--- src/hdl/frt_pkg.sv ---
// Constants for the fault record tracking data block.
// Assumes one 250 MHz clock domain; bytes travel least significant first.
package frt_pkg;

    ////////////////////////////////////////////////////////////////////////////
    // Record layout
    localparam int FRT_FIELD_BYTES = 10;
    localparam int FRT_TRK_BYTES = 40;
    localparam int FRT_CNT_BYTES = 7;
    localparam int FRT_EVT_BYTES = 38;
    localparam int FRT_PRESENT_OFS = 40;
    localparam int FRT_EVT_OFS = 47;
    localparam int FRT_REC_USED = 85;
    localparam logic [7:0] FRT_REC_BYTES = 8'hED;
    localparam logic [7:0] FRT_RAM_BASE = 8'h00;
    localparam logic [7:0] FRT_NV_BASE = 8'h40;
    localparam int FRT_MEM_DEPTH = 256;

    // Event slot field positions
    localparam int FRT_EVT_ONT = 0;
    localparam int FRT_EVT_RTC = 3;
    localparam int FRT_EVT_AC = 7;
    localparam int FRT_EVT_SUPPLY_ON_REQUEST_N = 9;
    localparam int FRT_EVT_END = 11;

    // Counter widths and limits
    localparam int FRT_ONT_W = 24;
    localparam int FRT_CYC_W = 16;
    localparam logic [15:0] FRT_CYC_MAX = 16'hFFFF;
    localparam logic [23:0] FRT_ONT_MAX = 24'hFFFFFF;

    ////////////////////////////////////////////////////////////////////////////
    // Timing
    localparam longint FRT_CLK_HZ = 250_000_000;
    localparam longint FRT_MINUTE_S = 60;
    localparam longint FRT_MINUTE_CYCLES = FRT_MINUTE_S * FRT_CLK_HZ;
    localparam int FRT_PRE_W = 34;

    // Packet error check
    localparam logic [7:0] FRT_PEC_POLY = 8'h07;
    localparam logic [7:0] FRT_PEC_INIT = 8'h00;

    typedef enum logic [7:0] {
        FRT_IDLE = 8'h01,
        FRT_TRK_SAVE = 8'h02,
        FRT_EVT_SAVE = 8'h04,
        FRT_RD_CNT = 8'h08,
        FRT_RD_FETCH = 8'h10,
        FRT_RD_LOAD = 8'h20,
        FRT_RD_SEND = 8'h40,
        FRT_RD_PEC = 8'h80
    } frt_state_e;

endpackage

--- src/hdl/frt_mem.sv ---
// Byte memory holding host tracking RAM and the recorder image.
// Assumes one write and one read per cycle; read data one cycle later.
module frt_mem
    import frt_pkg::*;
#(
    parameter int DEPTH = FRT_MEM_DEPTH,
    parameter int AW = 8
) (
    input wire logic i_clk,
    input wire logic i_ce,
    input wire logic i_we,
    input wire logic [AW-1:0] i_waddr,
    input wire logic [7:0] i_wdata,
    input wire logic [AW-1:0] i_raddr,
    output logic [7:0] o_rdata
);
    logic [7:0] mem_r [DEPTH];

    ////////////////////////////////////////////////////////////////////////////
    // Storage and registered read
    always_ff @(posedge i_clk) begin
        if (i_ce) begin
            if (i_we) begin
                mem_r[i_waddr] <= i_wdata;
            end
            o_rdata <= mem_r[i_raddr];
        end
    end
endmodule

--- src/hdl/frt_tracking.sv ---
// Tracking section of a supply fault recorder: counters, saves, readout.
// Assumes an SMBus engine outside that frames the stream and seeds the PEC.
module frt_tracking
    import frt_pkg::*;
#(
    parameter longint MINUTE_CYCLES = FRT_MINUTE_CYCLES
) (
    input wire logic i_clk,
    input wire logic i_srst,
    input wire logic i_ce,
    input wire logic i_supply_on_request_n,
    input wire logic i_mains_ok,
    input wire logic i_sys_event,
    input wire logic i_fault_shutdown,
    input wire logic i_trk_wr_en,
    input wire logic [5:0] i_trk_wr_addr,
    input wire logic [7:0] i_trk_wr_data,
    output logic o_trk_wr_ready,
    input wire logic i_fault_record_read,
    output logic o_rd_valid,
    output logic [7:0] o_rd_data,
    output logic o_rd_last,
    input wire logic i_rd_ready,
    input wire logic [7:0] i_pec_seed,
    output logic o_busy,
    output logic [23:0] o_on_time,
    output logic [15:0] o_ac_cycles,
    output logic [15:0] o_supply_on_request_n_cycles
);
    localparam logic [FRT_PRE_W-1:0] PRE_LAST = FRT_PRE_W'(MINUTE_CYCLES - 1);

    function automatic logic [7:0] crc8(input logic [7:0] crc, input logic [7:0] din);
        logic [7:0] c;
        c = crc ^ din;
        for (int b = 0; b < 8; b++) begin
            c = c[7] ? ((c << 1) ^ FRT_PEC_POLY) : (c << 1);
        end
        return c;
    endfunction

    function automatic logic [7:0] cnt_byte(input int idx, input logic [23:0] ont,
                                            input logic [15:0] ac, input logic [15:0] ps);
        logic [7:0] b;
        b = 8'h00;
        case (idx)
            0: b = ont[7:0];
            1: b = ont[15:8];
            2: b = ont[23:16];
            3: b = ac[7:0];
            4: b = ac[15:8];
            5: b = ps[7:0];
            6: b = ps[15:8];
            default: b = 8'h00;
        endcase
        return b;
    endfunction

    ////////////////////////////////////////////////////////////////////////////
    // Pin synchronisers, three stages, change taken when last two agree
    logic [2:0] son_sync_r;
    logic [2:0] mains_sync_r;
    logic son_r, son_nxt;
    logic mains_r, mains_nxt;

    always_comb begin
        son_nxt = (son_sync_r[1] == son_sync_r[2]) ? ~son_sync_r[2] : son_r;
        mains_nxt = (mains_sync_r[1] == mains_sync_r[2]) ? mains_sync_r[2] : mains_r;
    end

    always_ff @(posedge i_clk) begin
        if (i_srst) begin
            son_sync_r <= 3'h7;
            mains_sync_r <= 3'h0;
            son_r <= 1'b0;
            mains_r <= 1'b0;
        end else if (i_ce) begin
            son_sync_r <= {son_sync_r[1:0], i_supply_on_request_n};
            mains_sync_r <= {mains_sync_r[1:0], i_mains_ok};
            son_r <= son_nxt;
            mains_r <= mains_nxt;
        end
    end

    ////////////////////////////////////////////////////////////////////////////
    // Volatile counters
    logic [FRT_PRE_W-1:0] pre_r, pre_nxt;
    logic [23:0] ont_r, ont_nxt;
    logic [15:0] ac_r, ac_nxt;
    logic [15:0] ps_r, ps_nxt;

    always_comb begin
        pre_nxt = pre_r;
        ont_nxt = ont_r;
        ac_nxt = ac_r;
        ps_nxt = ps_r;
        if (son_r) begin
            if (pre_r == PRE_LAST) begin
                pre_nxt = '0;
                if (ont_r != FRT_ONT_MAX) begin
                    ont_nxt = ont_r + 24'h000001;
                end
            end else begin
                pre_nxt = pre_r + FRT_PRE_W'(1);
            end
        end
        if (mains_nxt && !mains_r && son_r && ac_r != FRT_CYC_MAX) begin
            ac_nxt = ac_r + 16'h0001;
        end
        if (son_nxt && !son_r && mains_r && ps_r != FRT_CYC_MAX) begin
            ps_nxt = ps_r + 16'h0001;
        end
    end

    always_ff @(posedge i_clk) begin
        if (i_srst) begin
            pre_r <= '0;
            ont_r <= 24'h000000;
            ac_r <= 16'h0000;
            ps_r <= 16'h0000;
        end else if (i_ce) begin
            pre_r <= pre_nxt;
            ont_r <= ont_nxt;
            ac_r <= ac_nxt;
            ps_r <= ps_nxt;
        end
    end

    ////////////////////////////////////////////////////////////////////////////
    // Sequencer: saves and readout
    frt_state_e st_r, st_nxt;
    logic [7:0] idx_r, idx_nxt;
    logic cp_vld_r, cp_vld_nxt;
    logic [7:0] cp_idx_r, cp_idx_nxt;
    logic pend_trk_r, pend_trk_nxt;
    logic pend_evt_r, pend_evt_nxt;
    logic [23:0] snap_ont_r, snap_ont_nxt;
    logic [15:0] snap_ac_r, snap_ac_nxt;
    logic [15:0] snap_ps_r, snap_ps_nxt;
    logic [7:0] data_r, data_nxt;
    logic [7:0] pec_r, pec_nxt;
    logic take_trk, take_evt;
    logic we;
    logic [7:0] waddr, wdata, raddr, rdata;
    int ii;

    always_comb begin
        st_nxt = st_r;
        idx_nxt = idx_r;
        cp_vld_nxt = 1'b0;
        cp_idx_nxt = idx_r;
        snap_ont_nxt = snap_ont_r;
        snap_ac_nxt = snap_ac_r;
        snap_ps_nxt = snap_ps_r;
        data_nxt = data_r;
        pec_nxt = pec_r;
        take_trk = 1'b0;
        take_evt = 1'b0;
        we = 1'b0;
        waddr = FRT_RAM_BASE;
        wdata = 8'h00;
        raddr = idx_r;
        ii = int'(idx_r);
        if (cp_vld_r) begin
            we = 1'b1;
            waddr = FRT_NV_BASE + cp_idx_r;
            wdata = rdata;
        end
        case (st_r)
            FRT_IDLE: begin
                if (i_trk_wr_en && i_trk_wr_addr < 6'(FRT_TRK_BYTES)) begin
                    we = 1'b1;
                    waddr = FRT_RAM_BASE + {2'b00, i_trk_wr_addr};
                    wdata = i_trk_wr_data;
                end
                idx_nxt = 8'h00;
                if (pend_evt_r) begin
                    take_evt = 1'b1;
                    snap_ont_nxt = ont_r;
                    snap_ac_nxt = ac_r;
                    snap_ps_nxt = ps_r;
                    st_nxt = FRT_EVT_SAVE;
                end else if (pend_trk_r) begin
                    take_trk = 1'b1;
                    st_nxt = FRT_TRK_SAVE;
                end else if (i_fault_record_read) begin
                    data_nxt = FRT_REC_BYTES;
                    pec_nxt = i_pec_seed;
                    st_nxt = FRT_RD_CNT;
                end
            end
            FRT_TRK_SAVE: begin
                raddr = FRT_RAM_BASE + idx_r;
                if (ii < FRT_TRK_BYTES) begin
                    cp_vld_nxt = 1'b1;
                    idx_nxt = idx_r + 8'h01;
                end else if (!cp_vld_r) begin
                    st_nxt = FRT_IDLE;
                end
            end
            FRT_EVT_SAVE: begin
                we = 1'b1;
                waddr = FRT_NV_BASE + 8'(FRT_EVT_OFS) + idx_r;
                if (ii < FRT_EVT_RTC) begin
                    wdata = cnt_byte(ii, snap_ont_r, snap_ac_r, snap_ps_r);
                end else if (ii >= FRT_EVT_AC && ii < FRT_EVT_END) begin
                    wdata = cnt_byte(ii - FRT_EVT_AC + 3, snap_ont_r, snap_ac_r, snap_ps_r);
                end
                idx_nxt = idx_r + 8'h01;
                if (ii == FRT_EVT_BYTES - 1) begin
                    st_nxt = FRT_IDLE;
                end
            end
            FRT_RD_CNT: begin
                if (i_rd_ready) begin
                    pec_nxt = crc8(pec_r, data_r);
                    st_nxt = FRT_RD_FETCH;
                end
            end
            FRT_RD_FETCH: begin
                raddr = FRT_NV_BASE + idx_r;
                st_nxt = FRT_RD_LOAD;
            end
            FRT_RD_LOAD: begin
                if (ii >= FRT_PRESENT_OFS && ii < FRT_EVT_OFS) begin
                    data_nxt = cnt_byte(ii - FRT_PRESENT_OFS, ont_r, ac_r, ps_r);
                end else if (ii < FRT_REC_USED) begin
                    data_nxt = rdata;
                end else begin
                    data_nxt = 8'h00;
                end
                st_nxt = FRT_RD_SEND;
            end
            FRT_RD_SEND: begin
                if (i_rd_ready) begin
                    pec_nxt = crc8(pec_r, data_r);
                    if (idx_r == FRT_REC_BYTES - 8'h01) begin
                        data_nxt = crc8(pec_r, data_r);
                        st_nxt = FRT_RD_PEC;
                    end else begin
                        idx_nxt = idx_r + 8'h01;
                        st_nxt = FRT_RD_FETCH;
                    end
                end
            end
            FRT_RD_PEC: begin
                if (i_rd_ready) begin
                    st_nxt = FRT_IDLE;
                end
            end
            default: begin
                st_nxt = FRT_IDLE;
            end
        endcase
        pend_trk_nxt = (pend_trk_r && !take_trk) || i_sys_event;
        pend_evt_nxt = (pend_evt_r && !take_evt) || i_fault_shutdown;
    end

    always_ff @(posedge i_clk) begin
        if (i_srst) begin
            st_r <= FRT_IDLE;
            idx_r <= 8'h00;
            cp_vld_r <= 1'b0;
            cp_idx_r <= 8'h00;
            pend_trk_r <= 1'b0;
            pend_evt_r <= 1'b0;
            snap_ont_r <= 24'h000000;
            snap_ac_r <= 16'h0000;
            snap_ps_r <= 16'h0000;
            data_r <= 8'h00;
            pec_r <= FRT_PEC_INIT;
        end else if (i_ce) begin
            st_r <= st_nxt;
            idx_r <= idx_nxt;
            cp_vld_r <= cp_vld_nxt;
            cp_idx_r <= cp_idx_nxt;
            pend_trk_r <= pend_trk_nxt;
            pend_evt_r <= pend_evt_nxt;
            snap_ont_r <= snap_ont_nxt;
            snap_ac_r <= snap_ac_nxt;
            snap_ps_r <= snap_ps_nxt;
            data_r <= data_nxt;
            pec_r <= pec_nxt;
        end
    end

    frt_mem #(
        .DEPTH(FRT_MEM_DEPTH),
        .AW(8)
    ) u_mem (
        .i_clk(i_clk),
        .i_ce(i_ce),
        .i_we(we),
        .i_waddr(waddr),
        .i_wdata(wdata),
        .i_raddr(raddr),
        .o_rdata(rdata)
    );

    ////////////////////////////////////////////////////////////////////////////
    // Outputs
    assign o_trk_wr_ready = (st_r == FRT_IDLE);
    assign o_rd_valid = (st_r == FRT_RD_CNT) || (st_r == FRT_RD_SEND) || (st_r == FRT_RD_PEC);
    assign o_rd_last = (st_r == FRT_RD_PEC);
    assign o_rd_data = data_r;
    assign o_busy = (st_r != FRT_IDLE);
    assign o_on_time = ont_r;
    assign o_ac_cycles = ac_r;
    assign o_supply_on_request_n_cycles = ps_r;
endmodule

--- config.mk ---
export PLATFORM = sky130hd
export DESIGN_NAME = frt_tracking
export DESIGN_NICKNAME = d
export VERILOG_FILES = /design/src/hdl/frt_pkg.sv /design/src/hdl/frt_mem.sv /design/src/hdl/frt_tracking.sv
export SDC_FILE = /design/constraint.sdc
export NUM_CORES = 2
export LEC_CHECK = 0
export ABC_AREA = 1
export BUFFER_PORTS_ARGS = -buffer_cell sky130_fd_sc_hd__buf_2
export CAP_MARGIN = 5
export CELL_PAD_IN_SITES_DETAIL_PLACEMENT = 1
export CELL_PAD_IN_SITES_GLOBAL_PLACEMENT = 2
export CORE_MARGIN = 1
export CORE_UTILIZATION = 41
export CTS_BUF_LIST = sky130_fd_sc_hd__clkbuf_8
export DETAILED_ROUTE_END_ITERATION = 12
export PLACE_DENSITY = 0.84
export SLEW_MARGIN = 10
export SYNTH_ARGS = -nofsm -noshare
export SYNTH_HDL_FRONTEND = slang
export SYNTH_SLANG_ARGS = --single-unit
--- constraint.sdc ---
create_clock -name i_clk -period 7.36 [get_ports i_clk]
set_input_delay 0.368 -clock i_clk [delete_from_list [all_inputs] [get_ports i_clk]]
set_output_delay 0.368 -clock i_clk [all_outputs]
set_load 0.03 [all_outputs]
==> results.py <==
metrics = {
    "placed_design": {
        "numPortBuffers": 99,
        "finalWeightedCongestion": 0.894,
        "place_ws_ns": 1.28,
        "post_dp_cell_area_sq_um": 95800,
        "post-dp-hpwl_mm": 179,
    },
    "cells_and_area": {
        "fillers": 23600,
        "final_nets": 8116,
        "mostFrequentLayoutCells": "edfxtp_1 (2056), nor2_1 (1531), o21ai_0 (1227), nand2_1 (779), o22ai_1 (522)",
        "final_layout_size_suffix_gt1_share_pct": 8.85,
        "design_area_sq_um": 103000,
        "mostFrequentLayoutCell": "edfxtp_1",
        "syn2layout_area_growth_pct": 11.7,
    },
    "worst_setup_path": {
        "worst-path-max-fanout": 153,
        "path_class": "reg -> reg",
        "path_cells": "inv_8 > ha_1 > inv_1 > nand2_1 > inv_1 > nor2_1 > nand3_1 > nor2_1 > nor2_1 > nor2_4 > nand3_1 > nor2_1 > nor2_1 > nand2_1 > nand2_1 > nand2_1 > nand2_1 > nand2_4 > buf_4",
        "worstSetupStartpointType": "flip-flop",
        "slowest_stage": "dfxtp_4",
        "critPathArrivalTime_ns": 7.06,
        "max_stage_delay_ns": 0.88,
        "critPathRequiredTime_ns": 8.16,
        "end_kind": "flip-flop",
    },
    "pwr": {
        "powerDensity_nw_per_um2": 285,
        "p_leak_nw": 34.6,
        "ir_drop_mv": 0.220,
    },
    "drt": {
        "drtIter0Drc": 6811,
        "avgRoutedWirePerCell_um": 26.6,
        "drt_pass1_iterations": 7,
        "ant_nets": 0,
        "vias": 66400,
        "drc": 0,
        "avgViaCountPerCell": 5.87,
        "drt-total-wl_mm": 301,
    },
    "yosys": {
        "yosys-top-cells-area": "edfxtp_1 (67%), o21ai_0 (6.7%), nor2_1 (6.2%)",
        "synth.distinct_cells": 57,
        "synth-warning-count": 0,
        "syn-num-nets": 8011,
        "ys_ff_latch": 2253,
        "synth_edf_count": 2056,
        "yosysTopAreaCellShare_pct": 66.9,
        "synthArstFlopShare_pct": 0,
        "netlist_instances": 7962,
        "avgSynthCellArea_sq_um": 11.6,
        "syn-cell-area_sq_um": 92300,
        "yosysTopAreaCell": "edfxtp_1",
        "ys_seq_area_share_pct": 71.2,
        "postSynth.topFlopCell": "edfxtp_1",
    },
    "floorplan": {
        "core-area_sq_um": 223000,
        "rows": 173,
        "start_util_pct": 41.4,
        "die_w_um": 476,
        "die_h_um": 476,
        "io_pins": 100,
        "die-area_sq_um": 227000,
    },
    "sta": {
        "fmax_mhz": 160,
        "setup_viol": 0,
        "finClkSkew_ns": 0.0629,
        "rsz0062_at_grt": "no",
        "finalCriticalPeriod_ns": 6.27,
        "timing.final.crit_share_pct": 85.2,
        "final_max_slew_viol_count": 0,
        "tightest_slew_ns": 1.36,
        "fin_ws_ns": 1.09,
        "hold_violations": 0,
        "hold_slack_ns": 0.183,
        "relSlewSlack_pct": 9.40,
        "setup_tns_ns": 0,
    },
    "grt": {
        "grt_pass1_wl_mm": 444,
        "grt_pass1_vias": 68100,
        "met1_usage_pct": 34.5,
        "grt_max_degree": 210,
        "use_met2_pct": 41.7,
        "antenna_found_initial": 8,
        "track_usage_pct": 25.9,
        "top_usage_layer": "met2",
        "overflow": 0,
        "grtUsageMet3_pct": 4.67,
    },
    "job": {
        "cap_viol_max_count": 0,
    },
    "clock_tree": {
        "cts_made_buffers": 382,
        "htreeDepth": 5,
        "clock_latency_ns": 1.10,
        "cts_tree": "done",
        "clockBufferDepth": 4,
        "clkTransAtPathRegs_ns": 0.06,
        "root_buffer": "clkbuf_8",
        "postCtsSetupRepairBufs": 0,
        "clock-sinks": 2253,
    },
    "min_path": {
        "min_path_type": "in -> reg",
    },
    "outcome": {
        "outcome": "finished, final reports clean",
    },
}
[cells in the mapped netlist, types with 2 or more instances]
cell       number
o22ai_1       522
o221ai_1        6
a21oi_1       195
clkinv_1        4
nand2_1       803
o21ai_0      1227
a221oi_1        2
dfxtp_1       197
nor2_1       1536
a21oi_2         2
or2_2           3
inv_2          14
o41ai_1         8
o2111ai_1       2
o21ai_1         5
a22o_1         63
inv_1         262
nor3_2          6
buf_2          29
xnor2_1        29
nor3b_1         7
a22oi_1        11
nand3_1       152
buf_1          22
nor2_2          3
nand3b_1        3
a21boi_0        2
a211oi_1       11
nand4_1       129
edfxtp_1     2056
a311oi_1        2
o31ai_1         2
xor2_1         25
nor4_1         19
nand2_2         3
and3_1          2
a31oi_1        15
nor3_1         42
clkbuf_1      461
ha_1           17
a41oi_1        38
o21a_1         10
[cell families (layout without fill, tap and decap cells)]
logic type      Yosys count  after routing  synth area share, %
simple gates           2713           2713                 11.9
flops                  2253           2253                 71.2
compound gates         2133           2133                 12.9
buf+inv                 792           1165                 3.26
xor+xnor                 54             54                0.513
fa+ha+maj                17             17                0.231
other cells               0              3                    0
[power breakdown]
part | internal, mW | switching (mW) | total [mW]
combinational | 1.06 | 3.33 | 4.38
sequential | 14.3 | 0.124 | 14.4
clock | 5.49 | 5.06 | 10.6
total | 20.9 | 8.51 | 29.4
[sequential cells by signal, indices dropped and copies added (netlist names), 8 cells and up]
register                      cells
o_rd_data                         8
u_mem.mem_r                    2048
st_r                              8
u_mem.o_rdata                     8
cp_idx_r                          8
pec_r                             8
snap_ac_r                        16
o_on_time                        24
o_supply_on_request_n_cycles     16
snap_ont_r                       24
o_ac_cycles                      16
cp_idx_nxt                        8
pre_r                            34
snap_ps_r                        16
[metrics by stage]
| step | cells | utilization (%) | power [mW] |
|---|---|---|---|
| 6_report | 11300 | 46.2 | 29.4 |
| 5_1_grt | 11300 | 46.2 | 30.3 |
| 4_1_cts | 11300 | 46.2 | 29.5 |
| 3_5_place_dp | 10600 | 43.0 | 19.0 |
| 3_3_place_gp | 10600 | 43.0 | 18.9 |
| 2_1_floorplan | 7962 | - | 17.3 |
[final cells by class]
type,instances,area (sq um),share of cell area [%]
Multi-Input combinational cell,4917,23700,23.0
Tap cell,2975,3720,3.61
Antenna cell,3,7.51,0.00728
Sequential cell,2253,65700,63.7
Clock inverter,251,1400,1.35
Clock buffer,401,5520,5.36
Inverter,280,1070,1.04
Timing Repair Buffer,233,1910,1.86
[routing by layer]
layer  share of wire [%]  vias to the layer above  wire, um
met3                 7.6                      585     22900
met1                  41                    33900    124000
met2                  47                     2763    142000
met5              0.0086                        -        26
li1                    -                    29200         -
met4                 4.0                        4     12100
[worst paths after layout]
kind         slack [ns]                       endpoint  cells after the start                        from
max                1.09  u_mem.mem_r[152][0]$_DFFE_PP_                     19  cp_idx_nxt[1]$_SDFFE_PP0P_
min                0.18           st_r[6]$_SDFFE_PP0P_                      5                  i_rd_ready
max reg2reg        1.09  u_mem.mem_r[152][0]$_DFFE_PP_                     19  cp_idx_nxt[1]$_SDFFE_PP0P_
min reg2reg        0.47     son_sync_r[0]$_SDFFE_PP1P_                      2  son_sync_r[0]$_SDFFE_PP1P_
[worst max-delay path: cells and delay by family, from the launching register on]
kind | cells | cell delay (ns)
flip-flops | 1 | 0.88
AND/OR/NAND/NOR | 14 | 3.24
adder cells (fa/ha/maj) | 1 | 0.54
buffers and inverters | 4 | 1.16
[timing repair]
action,4_1_cts,5_1_grt
gates resized for setup,0,0
hold buffers,31,0
hold endpoints to repair,74,0
No activity file was read; power rests on OpenSTA's default activity.
